$ cat config.mk
export PLATFORM = sky130hd
export DESIGN_NAME = mbr_mdio_slave
export DESIGN_NICKNAME = d
export VERILOG_FILES = /design/src/mbr_pkg.sv /design/src/mbr_acc_if.sv /design/src/mbr_mdio_slave.sv /design/src/mbr_sync.sv /design/src/mbr_regbank.sv
export SDC_FILE = /design/constraint.sdc
export NUM_CORES = 2
export LEC_CHECK = 0
export BUFFER_PORTS_ARGS = -buffer_cell sky130_fd_sc_hd__buf_2
export CAP_MARGIN = 20
export CORE_UTILIZATION = 25
export CTS_BUF_LIST = sky130_fd_sc_hd__clkbuf_4 sky130_fd_sc_hd__clkbuf_8 sky130_fd_sc_hd__clkbuf_16
export DETAILED_ROUTE_END_ITERATION = 8
export GPL_ROUTABILITY_DRIVEN = 0
export PLACE_DENSITY = 0.41
export SYNTH_ARGS = -nofsm -noshare
export SYNTH_HDL_FRONTEND = slang
export SYNTH_SLANG_ARGS = --single-unit
$ cat constraint.sdc
create_clock -name clk -period 8.3 [get_ports clk]
set_clock_uncertainty 0.05 [all_clocks]
set_input_delay 0.83 -clock clk [delete_from_list [all_inputs] [get_ports clk]]
set_output_delay 0.83 -clock clk [all_outputs]
set_load 0.05 [all_outputs]
$ cat src/mbr_pkg.sv
package mbr_pkg;

  // Frame field lengths: preamble as a count up, the rest as counts down to zero
  localparam logic [5:0] MBR_PRE_LEN = 6'h20;  // Ones needed before start
  localparam logic [3:0] MBR_OP_BITS = 4'h1;   // Op code field, last index
  localparam logic [3:0] MBR_ADR_BITS = 4'h4;  // Address fields, last index
  localparam logic [3:0] MBR_DATA_MSB = 4'hf;  // Data field, first bit
  localparam logic [3:0] MBR_BYTE_MSB = 4'h7;  // Top bit of byte content

  // Op codes
  localparam logic [1:0] MBR_OP_RD = 2'h2;     // Standard read
  localparam logic [1:0] MBR_OP_WR = 2'h1;     // Standard write
  localparam logic [1:0] MBR_OP_BYTE = 2'h0;   // Byte register frame

  // Register space
  localparam int MBR_CFG_DEPTH = 199;          // Configuration bytes
  localparam logic [7:0] MBR_CFG_LAST = 8'hc6; // Highest config address
  localparam logic [3:0] MBR_IND_HI = 4'hf;    // Indirect PHY window page
  localparam logic [4:0] MBR_STD_LAST = 5'h05; // Last low standard reg
  localparam logic [4:0] MBR_REG_C1 = 5'h1d;   // First custom register
  localparam logic [4:0] MBR_REG_C2 = 5'h1f;   // Second custom register
  localparam logic [2:0] MBR_IDX_C1 = 3'h6;    // Slot of first custom
  localparam logic [2:0] MBR_IDX_C2 = 3'h7;    // Slot of second custom

  // Reset values
  localparam logic [7:0] MBR_CFG_RST = 8'h00;
  localparam logic [15:0] MBR_PHY_RST = 16'h0000;
  localparam logic [4:0] MBR_PHY_ADDR_DEF = 5'h01; // Default own address

  // Timing: fastest management clock and its shortest period in cycles
  localparam int MBR_CLK_HZ = 100_000_000;
  localparam int MBR_MDC_MAX_HZ = 5_000_000;
  localparam int MBR_MDC_MIN_CLKS = MBR_CLK_HZ / MBR_MDC_MAX_HZ;

  // Frame sequencer states
  typedef enum logic [7:0] {
    MBR_IDLE = 8'h01,
    MBR_START = 8'h02,
    MBR_OP = 8'h04,
    MBR_PHYA = 8'h08,
    MBR_REGA = 8'h10,
    MBR_TA1 = 8'h20,
    MBR_TA2 = 8'h40,
    MBR_DATA = 8'h80
  } mbr_state_type;

endpackage

$ cat src/mbr_acc_if.sv
`timescale 1ns/10ps
// Register access path from the frame sequencer to the register bank
interface mbr_acc_if;
  logic acc_std;          // Standard frame, else byte frame
  logic [7:0] acc_addr;   // Byte address, or register number in low bits
  logic acc_wr;           // One-cycle write strobe
  logic [15:0] acc_wdata; // Write word
  logic [15:0] acc_rdata; // Read word
  logic acc_hit;          // Address maps to storage
  modport master(output acc_std, acc_addr, acc_wr, acc_wdata,
                 input acc_rdata, acc_hit);
  modport bank(input acc_std, acc_addr, acc_wr, acc_wdata,
               output acc_rdata, acc_hit);
endinterface

$ cat src/mbr_mdio_slave.sv
`timescale 1ns/10ps
module mbr_mdio_slave import mbr_pkg::*; #(
  parameter logic [4:0] PHY_ADDR = MBR_PHY_ADDR_DEF
) (
  input wire logic clk,
  input wire logic rst_n,
  input wire logic mdc,
  input wire logic mdio_in,
  output logic mdio_out,
  output logic mdio_oe,
  output logic cfg_wr_pulse,
  output logic [7:0] cfg_wr_addr,
  output logic [7:0] cfg_wr_data
);

  // Synchronised link pins
  logic [1:0] pin_sync;      // Clock and data after two stages
  logic mdc_prev;            // Clock level one cycle back

  // Frame sequencer
  mbr_state_type state;      // Current phase of the frame
  mbr_state_type next_state; // Phase after this clock
  logic [5:0] ones_cnt;      // Consecutive ones seen, saturating
  logic [3:0] bit_cnt;       // Bits left in current field
  logic [1:0] op_field;      // Op code
  logic [4:0] phy_address_field;      // PHY address
  logic [4:0] register_address_field; // Register address
  logic [15:0] shreg;        // Write data in, read data out
  logic wr_pulse;            // One-cycle store strobe
  logic [15:0] wr_word;      // Word to store

  // Access path to the register bank
  mbr_acc_if acc();

  // Clock and data pins both cross into the system clock
  mbr_sync #(.W(2)) u_sync (
    .clk(clk),
    .rst_n(rst_n),
    .d({mdc, mdio_in}),
    .q(pin_sync)
  );

  // Register bank
  mbr_regbank u_bank (
    .clk(clk),
    .rst_n(rst_n),
    .acc(acc)
  );

  // Pin decode
  wire logic mdc_s = pin_sync[1];
  wire logic bit_in = pin_sync[0];
  // Rising edge of the management clock, at most one per period
  wire logic mdc_rise = mdc_s && !mdc_prev;

  // Field decode
  wire logic ones_full = ones_cnt == MBR_PRE_LEN;
  wire logic is_byte = op_field == MBR_OP_BYTE;
  // Byte frames choose direction from address bit 4
  wire logic is_read = is_byte ? phy_address_field[4] :
                       op_field == MBR_OP_RD;
  wire logic op_ok = is_byte || op_field == MBR_OP_RD ||
                     op_field == MBR_OP_WR;
  // Byte frames answer whatever PHY address is sent
  wire logic respond = op_ok &&
                       (is_byte || phy_address_field == PHY_ADDR);
  // Address bit 3 takes no part in the byte address
  wire logic [7:0] byte_addr = {phy_address_field[2:0],
                                register_address_field};
  // Listening while the device leaves the line to the controller
  wire logic listening = !mdio_oe;
  // A zero after a full preamble starts a frame from any phase while listening
  wire logic restart = listening && ones_full && !bit_in;
  wire logic [3:0] cnt_dec = bit_cnt - 4'h1;
  wire logic field_end = bit_cnt == 4'h0;
  wire logic commit = (state == MBR_DATA) && mdc_rise && field_end &&
                      !is_read;
  // Field length loaded on entering each phase
  wire logic [3:0] cnt_load = (next_state == MBR_OP) ? MBR_OP_BITS :
                              (next_state == MBR_DATA) ? MBR_DATA_MSB :
                              MBR_ADR_BITS;

  // Access path drive
  assign acc.acc_std = !is_byte;
  assign acc.acc_addr = is_byte ? byte_addr : {3'h0, register_address_field};
  assign acc.acc_wr = wr_pulse;
  assign acc.acc_wdata = wr_word;

  // Edge detector history
  always_ff @(posedge clk or negedge rst_n) begin
    if (!rst_n) begin
      mdc_prev <= 1'b0;
    end else begin
      mdc_prev <= mdc_s;
    end
  end

  // Preamble ones counter, only while the controller owns the line
  always_ff @(posedge clk or negedge rst_n) begin
    if (!rst_n) begin
      ones_cnt <= 6'h00;
    end else if (mdc_rise) begin
      if (!listening || !bit_in) begin
        ones_cnt <= 6'h00;
      end else if (!ones_full) begin
        ones_cnt <= ones_cnt + 6'h01;
      end
    end
  end

  // Next phase; both frame types share one sequence
  always_comb begin
    next_state = state;
    if (mdc_rise) begin
      if (restart) begin
        next_state = MBR_START;
      end else begin
        unique case (state)
          MBR_IDLE: begin
            next_state = MBR_IDLE;
          end
          MBR_START: begin
            // Second start bit must be one
            next_state = bit_in ? MBR_OP : MBR_IDLE;
          end
          MBR_OP: begin
            if (field_end) next_state = MBR_PHYA;
          end
          MBR_PHYA: begin
            if (field_end) next_state = MBR_REGA;
          end
          MBR_REGA: begin
            // Frames for another address or bad op are let pass
            if (field_end) next_state = respond ? MBR_TA1 : MBR_IDLE;
          end
          MBR_TA1: begin
            next_state = MBR_TA2;
          end
          MBR_TA2: begin
            next_state = MBR_DATA;
          end
          MBR_DATA: begin
            if (field_end) next_state = MBR_IDLE;
          end
        endcase
      end
    end
  end

  // Phase register
  always_ff @(posedge clk or negedge rst_n) begin
    if (!rst_n) begin
      state <= MBR_IDLE;
    end else begin
      state <= next_state;
    end
  end

  // Field bit counter
  always_ff @(posedge clk or negedge rst_n) begin
    if (!rst_n) begin
      bit_cnt <= 4'h0;
    end else if (mdc_rise) begin
      if (state != next_state) begin
        bit_cnt <= cnt_load;
      end else if (!field_end) begin
        bit_cnt <= cnt_dec;
      end
    end
  end

  // Header fields shift in on rising edges
  always_ff @(posedge clk or negedge rst_n) begin
    if (!rst_n) begin
      op_field <= 2'h0;
      phy_address_field <= 5'h00;
      register_address_field <= 5'h00;
    end else if (mdc_rise) begin
      if (state == MBR_OP) op_field <= {op_field[0], bit_in};
      if (state == MBR_PHYA) begin
        phy_address_field <= {phy_address_field[3:0], bit_in};
      end
      if (state == MBR_REGA) begin
        register_address_field <= {register_address_field[3:0], bit_in};
      end
    end
  end

  // Data shifter; write turnaround bits are not checked
  always_ff @(posedge clk or negedge rst_n) begin
    if (!rst_n) begin
      shreg <= 16'h0000;
    end else if (mdc_rise) begin
      if (state == MBR_TA2 && is_read) begin
        shreg <= acc.acc_rdata;
      end else if (state == MBR_DATA && !is_read) begin
        shreg <= {shreg[14:0], bit_in};
      end
    end
  end

  // Store strobe after the last write bit
  always_ff @(posedge clk or negedge rst_n) begin
    if (!rst_n) begin
      wr_pulse <= 1'b0;
      wr_word <= 16'h0000;
    end else begin
      wr_pulse <= commit;
      if (commit) wr_word <= {shreg[14:0], bit_in};
    end
  end

  // Byte writes reported to the user side
  always_ff @(posedge clk or negedge rst_n) begin
    if (!rst_n) begin
      cfg_wr_pulse <= 1'b0;
      cfg_wr_addr <= 8'h00;
      cfg_wr_data <= 8'h00;
    end else begin
      cfg_wr_pulse <= commit && is_byte;
      if (commit && is_byte) begin
        cfg_wr_addr <= byte_addr;
        cfg_wr_data <= bit_cnt == 4'h0 ? {shreg[6:0], bit_in} : 8'h00;
      end
    end
  end

  // Line driver: zero after first turnaround, then data MSB first
  always_ff @(posedge clk or negedge rst_n) begin
    if (!rst_n) begin
      mdio_oe <= 1'b0;
      mdio_out <= 1'b0;
    end else if (mdc_rise) begin
      if (state == MBR_TA1 && is_read) begin
        mdio_oe <= 1'b1;
        mdio_out <= 1'b0;
      end else if (state == MBR_TA2 && is_read) begin
        mdio_out <= acc.acc_rdata[15];
      end else if (state == MBR_DATA && is_read && !field_end) begin
        mdio_out <= shreg[cnt_dec];
      end else begin
        // Release after the last data bit
        mdio_oe <= 1'b0;
        mdio_out <= 1'b0;
      end
    end
  end
endmodule

$ cat src/mbr_sync.sv
`timescale 1ns/10ps
// Two-stage synchroniser for pin inputs
module mbr_sync #(
  parameter int W = 1
) (
  input wire logic clk,
  input wire logic rst_n,
  input wire logic [W-1:0] d,
  output logic [W-1:0] q
);
  logic [W-1:0] meta; // First stage, read only by the second

  // Both stages clear on reset
  always_ff @(posedge clk or negedge rst_n) begin
    if (!rst_n) begin
      meta <= '0;
      q <= '0;
    end else begin
      meta <= d;
      q <= meta;
    end
  end
endmodule

$ cat src/mbr_regbank.sv
`timescale 1ns/10ps
// Eight PHY words and the configuration byte space
module mbr_regbank import mbr_pkg::*; (
  input wire logic clk,
  input wire logic rst_n,
  mbr_acc_if.bank acc
);
  logic [7:0] cfg_mem [MBR_CFG_DEPTH]; // Configuration bytes
  logic [15:0] phy_mem [8];            // PHY words

  // Standard register number to slot
  wire logic [4:0] reg_no = acc.acc_addr[4:0];
  wire logic is_c1 = reg_no == MBR_REG_C1;
  wire logic is_c2 = reg_no == MBR_REG_C2;
  wire logic std_hit = (reg_no <= MBR_STD_LAST) || is_c1 || is_c2;
  wire logic [2:0] std_idx = is_c1 ? MBR_IDX_C1 :
                             is_c2 ? MBR_IDX_C2 : reg_no[2:0];
  // Byte space decode: config bytes and indirect PHY window
  wire logic cfg_hit = !acc.acc_std && acc.acc_addr <= MBR_CFG_LAST;
  wire logic ind_hit = !acc.acc_std && acc.acc_addr[7:4] == MBR_IND_HI;
  wire logic [2:0] phy_idx = acc.acc_std ? std_idx : acc.acc_addr[3:1];
  wire logic [15:0] phy_word = phy_mem[phy_idx];
  wire logic [7:0] ind_byte = acc.acc_addr[0] ? phy_word[15:8] : phy_word[7:0];
  wire logic [7:0] cfg_byte = cfg_hit ? cfg_mem[acc.acc_addr] : 8'h00;

  assign acc.acc_hit = (acc.acc_std && std_hit) || cfg_hit || ind_hit;
  // Byte reads carry zeros above the byte
  assign acc.acc_rdata = acc.acc_std ? (std_hit ? phy_word : 16'h0000) :
                         ind_hit ? {8'h00, ind_byte} :
                         {8'h00, cfg_byte};

  // Writes; byte frames store only the low byte
  always_ff @(posedge clk or negedge rst_n) begin
    if (!rst_n) begin
      for (int i = 0; i < MBR_CFG_DEPTH; i++) cfg_mem[i] <= MBR_CFG_RST;
      for (int j = 0; j < 8; j++) phy_mem[j] <= MBR_PHY_RST;
    end else if (acc.acc_wr) begin
      if (cfg_hit) cfg_mem[acc.acc_addr] <= acc.acc_wdata[7:0];
      if (acc.acc_std && std_hit) phy_mem[phy_idx] <= acc.acc_wdata;
      if (ind_hit && acc.acc_addr[0]) begin
        phy_mem[phy_idx][15:8] <= acc.acc_wdata[7:0];
      end
      if (ind_hit && !acc.acc_addr[0]) begin
        phy_mem[phy_idx][7:0] <= acc.acc_wdata[7:0];
      end
    end
  end
endmodule

After elaboration in Yosys (flattened, before gate mapping)
Index checks and enable logic that the tools add are counted.

Flip-flop bits (word level): 1807. Bits in latches: 0. RAM bits: 0. ROM bits: 0. Input bits: 4. Output and inout port bits: 19. Memories kept: 0.

Add/subtract/negate cells: 2. Multipliers: 0. Div/mod/pow operators: 0. $lt $le $gt $ge: 7. Equality and inequality tests: 22. Shift operators: 0. Multiplexer cells: 59. Bitwise operators: 2. Reductions and logical operators: 44.

Operators with widths (count): 1592-bit bitwise mux (1); 128-bit 2-to-1 mux (5); 128-bit bitwise mux (3); 16-bit demux with 3-bit select (3); 16-bit 2-to-1 mux (8); 8-bit 2-to-1 mux (15); 8-bit binary-select mux with 8-bit select (1); 8-bit demux with 8-bit select (1); 8-bit one-hot mux with 8 select lines (1); 16-bit binary-select mux with 3-bit select (1); 1-bit logical AND (20); 6-bit 2-to-1 mux (3); 8-bit by 3-bit == test with 1-bit output (second input constant) (2); 8-bit == test (second input constant) (2); 4-bit 2-to-1 mux (4); 2-bit AND reduction (7); 3-bit 2-to-1 mux (4); 5-bit == test (second input constant) (2); 9-bit greater-or-equal comparator (second input constant) (1); 9-bit by 1-bit < comparator with 1-bit output (second input constant) (1); 8-bit inverter with 9-bit output (1); 8-bit by 1-bit == test with 1-bit output (second input constant) (1); 8-bit by 2-bit == test with 1-bit output (second input constant) (1); 8-bit by 4-bit == test with 1-bit output (second input constant) (1); 27 further kinds (47).

Depth between registers and ports, before layout
Word-level depth: 19. Depth in mapped cells: 13. Mapped depth without buffers: 10.

By module
Synthesis repeated with hierarchy kept, for this count alone.

Cell total of the unflattened synthesis: 5870. Area total of the unflattened synthesis: 83598.9 um^2.

Modules (own cells, without submodules): mbr_regbank (times used 1, cells an instance 5485, area an instance 79242.2 um^2, seq. area each 43041.3 um^2); mbr_mdio_slave (times used 1, cells an instance 381, area an instance 4256.6 um^2, seq. area each 2078.2 um^2); mbr_sync (times used 1, cells an instance 4, area an instance 100.1 um^2, seq. area each 100.1 um^2).

Least setup slack after synthesis
OpenSTA, ideal clock, no wires.

Path kind: register -> register. From: register register_address_field[0]. To: register shreg[7]. Library setup time: 0.129 ns. Data arrival time: 2.728 ns. Slack: 5.393 ns. Cell stages (with the launch flop): 9. Period minus slack after synthesis: 2.907 ns. Cell sequence: dfrtp_1 -> buf_4 -> buf_2 -> buf_2 -> mux4_2 -> mux4_2 -> mux4_2 -> a22oi_1 -> o31ai_1.

Longest elaborated chain between the ends: 13.

RTL lines: start: declaration (line mbr_mdio_slave.sv:27) `logic [4:0] register_address_field;`; start signal: assignment (line mbr_mdio_slave.sv:184) `register_address_field <= {register_address_field[3:0], bit_in};`; 8-bit 2-to-1 mux (*) (line mbr_mdio_slave.sv:85) `assign acc.acc_addr = is_byte ? byte_addr : {3'h0, register_address_field};`; 5-bit == test (line mbr_regbank.sv:14) `wire logic is_c2 = reg_no == MBR_REG_C2;`; 3-bit 2-to-1 mux (line mbr_regbank.sv:17) `is_c2 ? MBR_IDX_C2 : reg_no[2:0];`; 3-bit 2-to-1 mux (line mbr_regbank.sv:16) `wire logic [2:0] std_idx = is_c1 ? MBR_IDX_C1 :`; 3-bit 2-to-1 mux (line mbr_regbank.sv:21) `wire logic [2:0] phy_idx = acc.acc_std ? std_idx : acc.acc_addr[3:1];`; 3-bit inverter with 4-bit output (not written as such) (line mbr_regbank.sv:22) `wire logic [15:0] phy_word = phy_mem[phy_idx];`; 16-bit binary-select mux with 3-bit select (line mbr_regbank.sv:22); 16-bit 2-to-1 mux (not written as such) (2 in series) (line mbr_regbank.sv:22); 8-bit 2-to-1 mux (line mbr_regbank.sv:23) `wire logic [7:0] ind_byte = acc.acc_addr[0] ? phy_word[15:8] : phy_word[7:0];`; 8-bit 2-to-1 mux (line mbr_regbank.sv:29) `ind_hit ? {8'h00, ind_byte} :`; 16-bit 2-to-1 mux (*) (line mbr_regbank.sv:28) `assign acc.acc_rdata = acc.acc_std ? (std_hit ? phy_word : 16'h0000) :`; 16-bit 2-to-1 mux (*) (line mbr_mdio_slave.sv:194) `if (state == MBR_TA2 && is_read) begin`; end signal: assignment (line mbr_mdio_slave.sv:195) `shreg <= acc.acc_rdata;`; end signal: assignment (line mbr_mdio_slave.sv:197) `shreg <= {shreg[14:0], bit_in};`; end: declaration (line mbr_mdio_slave.sv:28) `logic [15:0] shreg;`.

Mark *: on every way between the ends. The rest lies on a longest branch, timed or not. The select of a mux whose other input is x is not followed. A chain may end at the register's enable or synchronous reset.

Worst setup path in the final report
From: register register_address_field[0]. To: register shreg[1].

Same word-level chain as after synthesis.

==> results by group <==
Outcome
  – Status: completed

Finish
  – NumNets Final: 5517
  – Multi-input gate area: 0.0362 mm²
  – Layout cell share with drive strength beyond 1: 49.4%
  – Most common library cell in the layout ignoring fill and taps: dfrtp_1
  – FF+latch area: 0.0453 mm²
  – Most frequent cells in the layout: 1793 x dfrtp_1, 1678 x mux2_2, 448 x mux4_2, 265 x nand2_1, 215 x clkbuf_16
  – # fillers: 33125
  – Layout area overhead: 14.9%

Global routing
  – Global route total overflow: 0
  – Total Routing Usage GR: 16.1%
  – Antenna violations before repair: 8
  – Largest net degree at the start of global routing: 176
  – Vias in the first global route: 51799
  – Global-route wire length before repair: 397000 µm

Worst setup path
  – Critical Path Source Type: register
  – Setup crit end: shreg[1]$_DFFE_PN0P_
  – Crit path max-delay family: compound AO/OA/AOI/OAI gates
  – Arrival @ worst endpoint: 5.57 ns
  – CP max stage cell: o21ai_0
  – Reg2reg end: shreg[1]$_DFFE_PN0P_
  – CP Buf/Inv Count: 2
  – Reg2reg setup slack: 3.42 ns
  – Crit path largest cell delay: 0.83 ns
  – Critical Path RT: 8.99 ns
  – R2R Path Start: register_address_field[0]$_DFFE_PN0P_
  – CP Depth: 8
  – Worst Reg-to-Reg Cells: 8
  – Worst Path Max Fanout: 29
  – CP cell instances: buf_4 -> buf_4 -> mux4_2 -> mux4_2 -> o21ai_0 -> o311ai_0 -> nand4_1 -> a31oi_1
  – Critical path class: register to register
  – Crit. End Element: register
  – Crit. Startpoint: register_address_field[0]$_DFFE_PN0P_

Timing
  – Min Hold Slack: 0.305 ns
  – Fin. max-slew vios: 0
  – Final TNS setup: 0 ns
  – Final Hold Viols: 0
  – Fin crit period: 4.88 ns
  – # setup viols final: 0
  – Relative slew slack: 17.8%
  – Max Freq: 205 MHz
  – Worst Tran Pin Value: 1.20 ns
  – RSZ-0062 raised after global routing: no
  – Final period util: 58.7%

Placement
  – Detailed placement HPWL: 169000 µm
  – Port Buffer Count: 22

Logic synthesis
  – Top FF cell, synth: dfrtp_1
  – Syn_nets: 5547
  – Mapped Cells: 5540
  – Netlist cell types: 89
  – Yosys warnings: 0
  – Synth top area cells: dfrtp_1 54%, mux2_2 23%, mux4_2 12%
  – Post-synthesis instance area: 0.0832 mm²
  – Seq/Total Area, Yosys: 54.4%
  – Largest area contributor in the netlist: dfrtp_1
  – Share of the synthesized area in the top cell type: 54.4%
  – Synthesized area per cell: 15.0 µm²
  – Async S/R FF share, synth: 100%
  – Number of flops mapped to enable cells by yosys: 0
  – FF+latch count, synth: 1807

Detailed routing
  – Pre-antenna DRT Iters: 5
  – Remaining DRCs: 0
  – Final ANT Viol Nets: 0
  – Number of DRC markers in iteration 0: 3469
  – Vias: 49613
  – Via density: 4.94
  – WL final: 270000 µm
  – Average wire per standard cell: 26.9 µm

CTS
  – TritonCTS clock tree: built
  – H-tree Lvls: 4
  – Setup bufs post-CTS: 0
  – CTS max path bufs: 4
  – Clk sink count: 1807
  – Clock latency on the worst-skew pair: 0.87 ns
  – Resize count post-CTS: 0
  – TritonCTS Buffers: 213
  – Hold buffers post-CTS: 3
  – CTS Root Cell: clkbuf_16
  – Clk pin slew, worst setup/hold paths: 0.06 ns

Floorplanning
  – Initial core utilization: 25.2%
  – Core area: 0.331 mm²
  – FP Rows: 211
  – Die Height: 579 µm
  – Die X: 579 µm
  – DIE AREA: 0.335 mm²
  – I/O pin cnt: 23

Power
  – Cell area power density: 196 mW/mm²
  – Maximum vdd drop: 0.000143 V
  – Leakage: 44.0 nW

Flow run
  – Max Cap Violations: 0

Min path
  – Hold_sp: u_sync.meta[0]$_DFF_PN0_
  – HP Class: register to register
-- worst reg2reg max path: cells and delay by family (launching register included) --
family / cells / cell delay [ns]
buf+inv: 2 / 1.21
flops: 1 / 0.79
simple gates: 1 / 0.30
mux: 2 / 1.19
compound gates: 3 / 1.23
-- kinds of logic after synthesis --
logic type,Yosys count,share of synthesized area (%)
mux,2180,35.5
flops,1807,54.4
simple gates,650,3.81
compound gates,469,3.87
buf+inv,426,2.30
xor+xnor,5,0.0527
fa+ha+maj,3,0.0451
-- state kept, by name, indices dropped and copies added, names as in the netlist, 2 cells and up --
signal                  cells
cfg_wr_data                 8
phy_address_field           5
state                       8
op_field                    2
bit_cnt                     4
u_bank.cfg_mem           1592
register_address_field      5
u_sync.meta                 2
ones_cnt                    6
cfg_wr_addr                 8
acc.acc_wdata              16
u_sync.q                    2
shreg                      16
u_bank.phy_mem            128
-- worst min path at each step --
| stage | to | slack [ns] | cells past startpoint |
|---|---|---|---|
| 2_1_floorplan | u_sync.q[0]$_DFF_PN0_ | 0.28 | 0 |
| 3_3_place_gp | u_sync.q[1]$_DFF_PN0_ | 0.29 | 0 |
| 3_5_place_dp | u_sync.q[0]$_DFF_PN0_ | 0.29 | 0 |
| 4_1_cts | u_sync.q[0]$_DFF_PN0_ | 0.31 | 0 |
| 5_1_grt | u_sync.q[0]$_DFF_PN0_ | 0.31 | 0 |
| 6_report | u_sync.q[0]$_DFF_PN0_ | 0.31 | 0 |
-- stage by stage --
step | total power, mW | utilization [%] | std cells | worst slack (ns) | cell area (µm²)
2_1_floorplan | 9.08 | - | 5540 | 5.39 | 83200
3_3_place_gp | 9.31 | 26.7 | 9652 | 2.75 | 88300
3_5_place_dp | 9.32 | 26.7 | 9656 | 3.44 | 88400
4_1_cts | 19.1 | 28.9 | 10032 | 3.42 | 95500
5_1_grt | 19.5 | 28.9 | 10036 | 3.29 | 95600
6_report | 18.8 | 28.9 | 10040 | 3.42 | 95600
-- power breakdown --
part	internal [mW]	leakage, nW	switching, mW
Combinational	0.0592	15.2	0.234
Sequential	8.83	25.2	0.0248
Clock	5.77	3.60	3.84
Total	14.7	44.0	4.10
-- cells in the mapped netlist (8+ instances only) --
library cell,instances
mux4_2,448
nand2b_1,12
a22o_1,27
and3_1,10
a21oi_1,112
buf_6,12
a21boi_1,8
nand3_1,36
mux2_2,1678
a22oi_1,40
dfrtp_1,1806
nor3_2,14
nor2b_1,13
o21ai_0,46
and2_1,11
nand2_2,35
mux2_1,18
buf_1,23
buf_2,88
nand2_1,266
nand4_1,11
mux2i_1,36
clkbuf_1,259
nor2_1,146
a211oi_1,14
inv_1,11
nor3_1,31
a221oi_1,28
nor2_2,10
a31oi_1,10
a222oi_1,20
o22ai_1,86
buf_4,31
-- cell type report --
class / instances / area share, %
Timing Repair Buffer: 168 / 1.54
Inverter: 13 / 0.0563
Sequential cell: 1807 / 47.4
Clock inverter: 47 / 0.592
Tap cell: 4366 / 5.72
Multi-Input combinational cell: 3307 / 37.9
Antenna cell: 6 / 0.0157
Clock buffer: 326 / 6.86
-- layer usage --
metal / vias up / share of wire, % / track usage [%]
met4: 2 / 2.4 / 3.82
met1: 27365 / 47 / 23.0
met2: 1017 / 46 / 25.6
li1: 20856 / - / -
met5: - / 0.0048 / 0
met3: 373 / 4.1 / 2.39
Note: power is estimated with default switching activity, not from simulation.
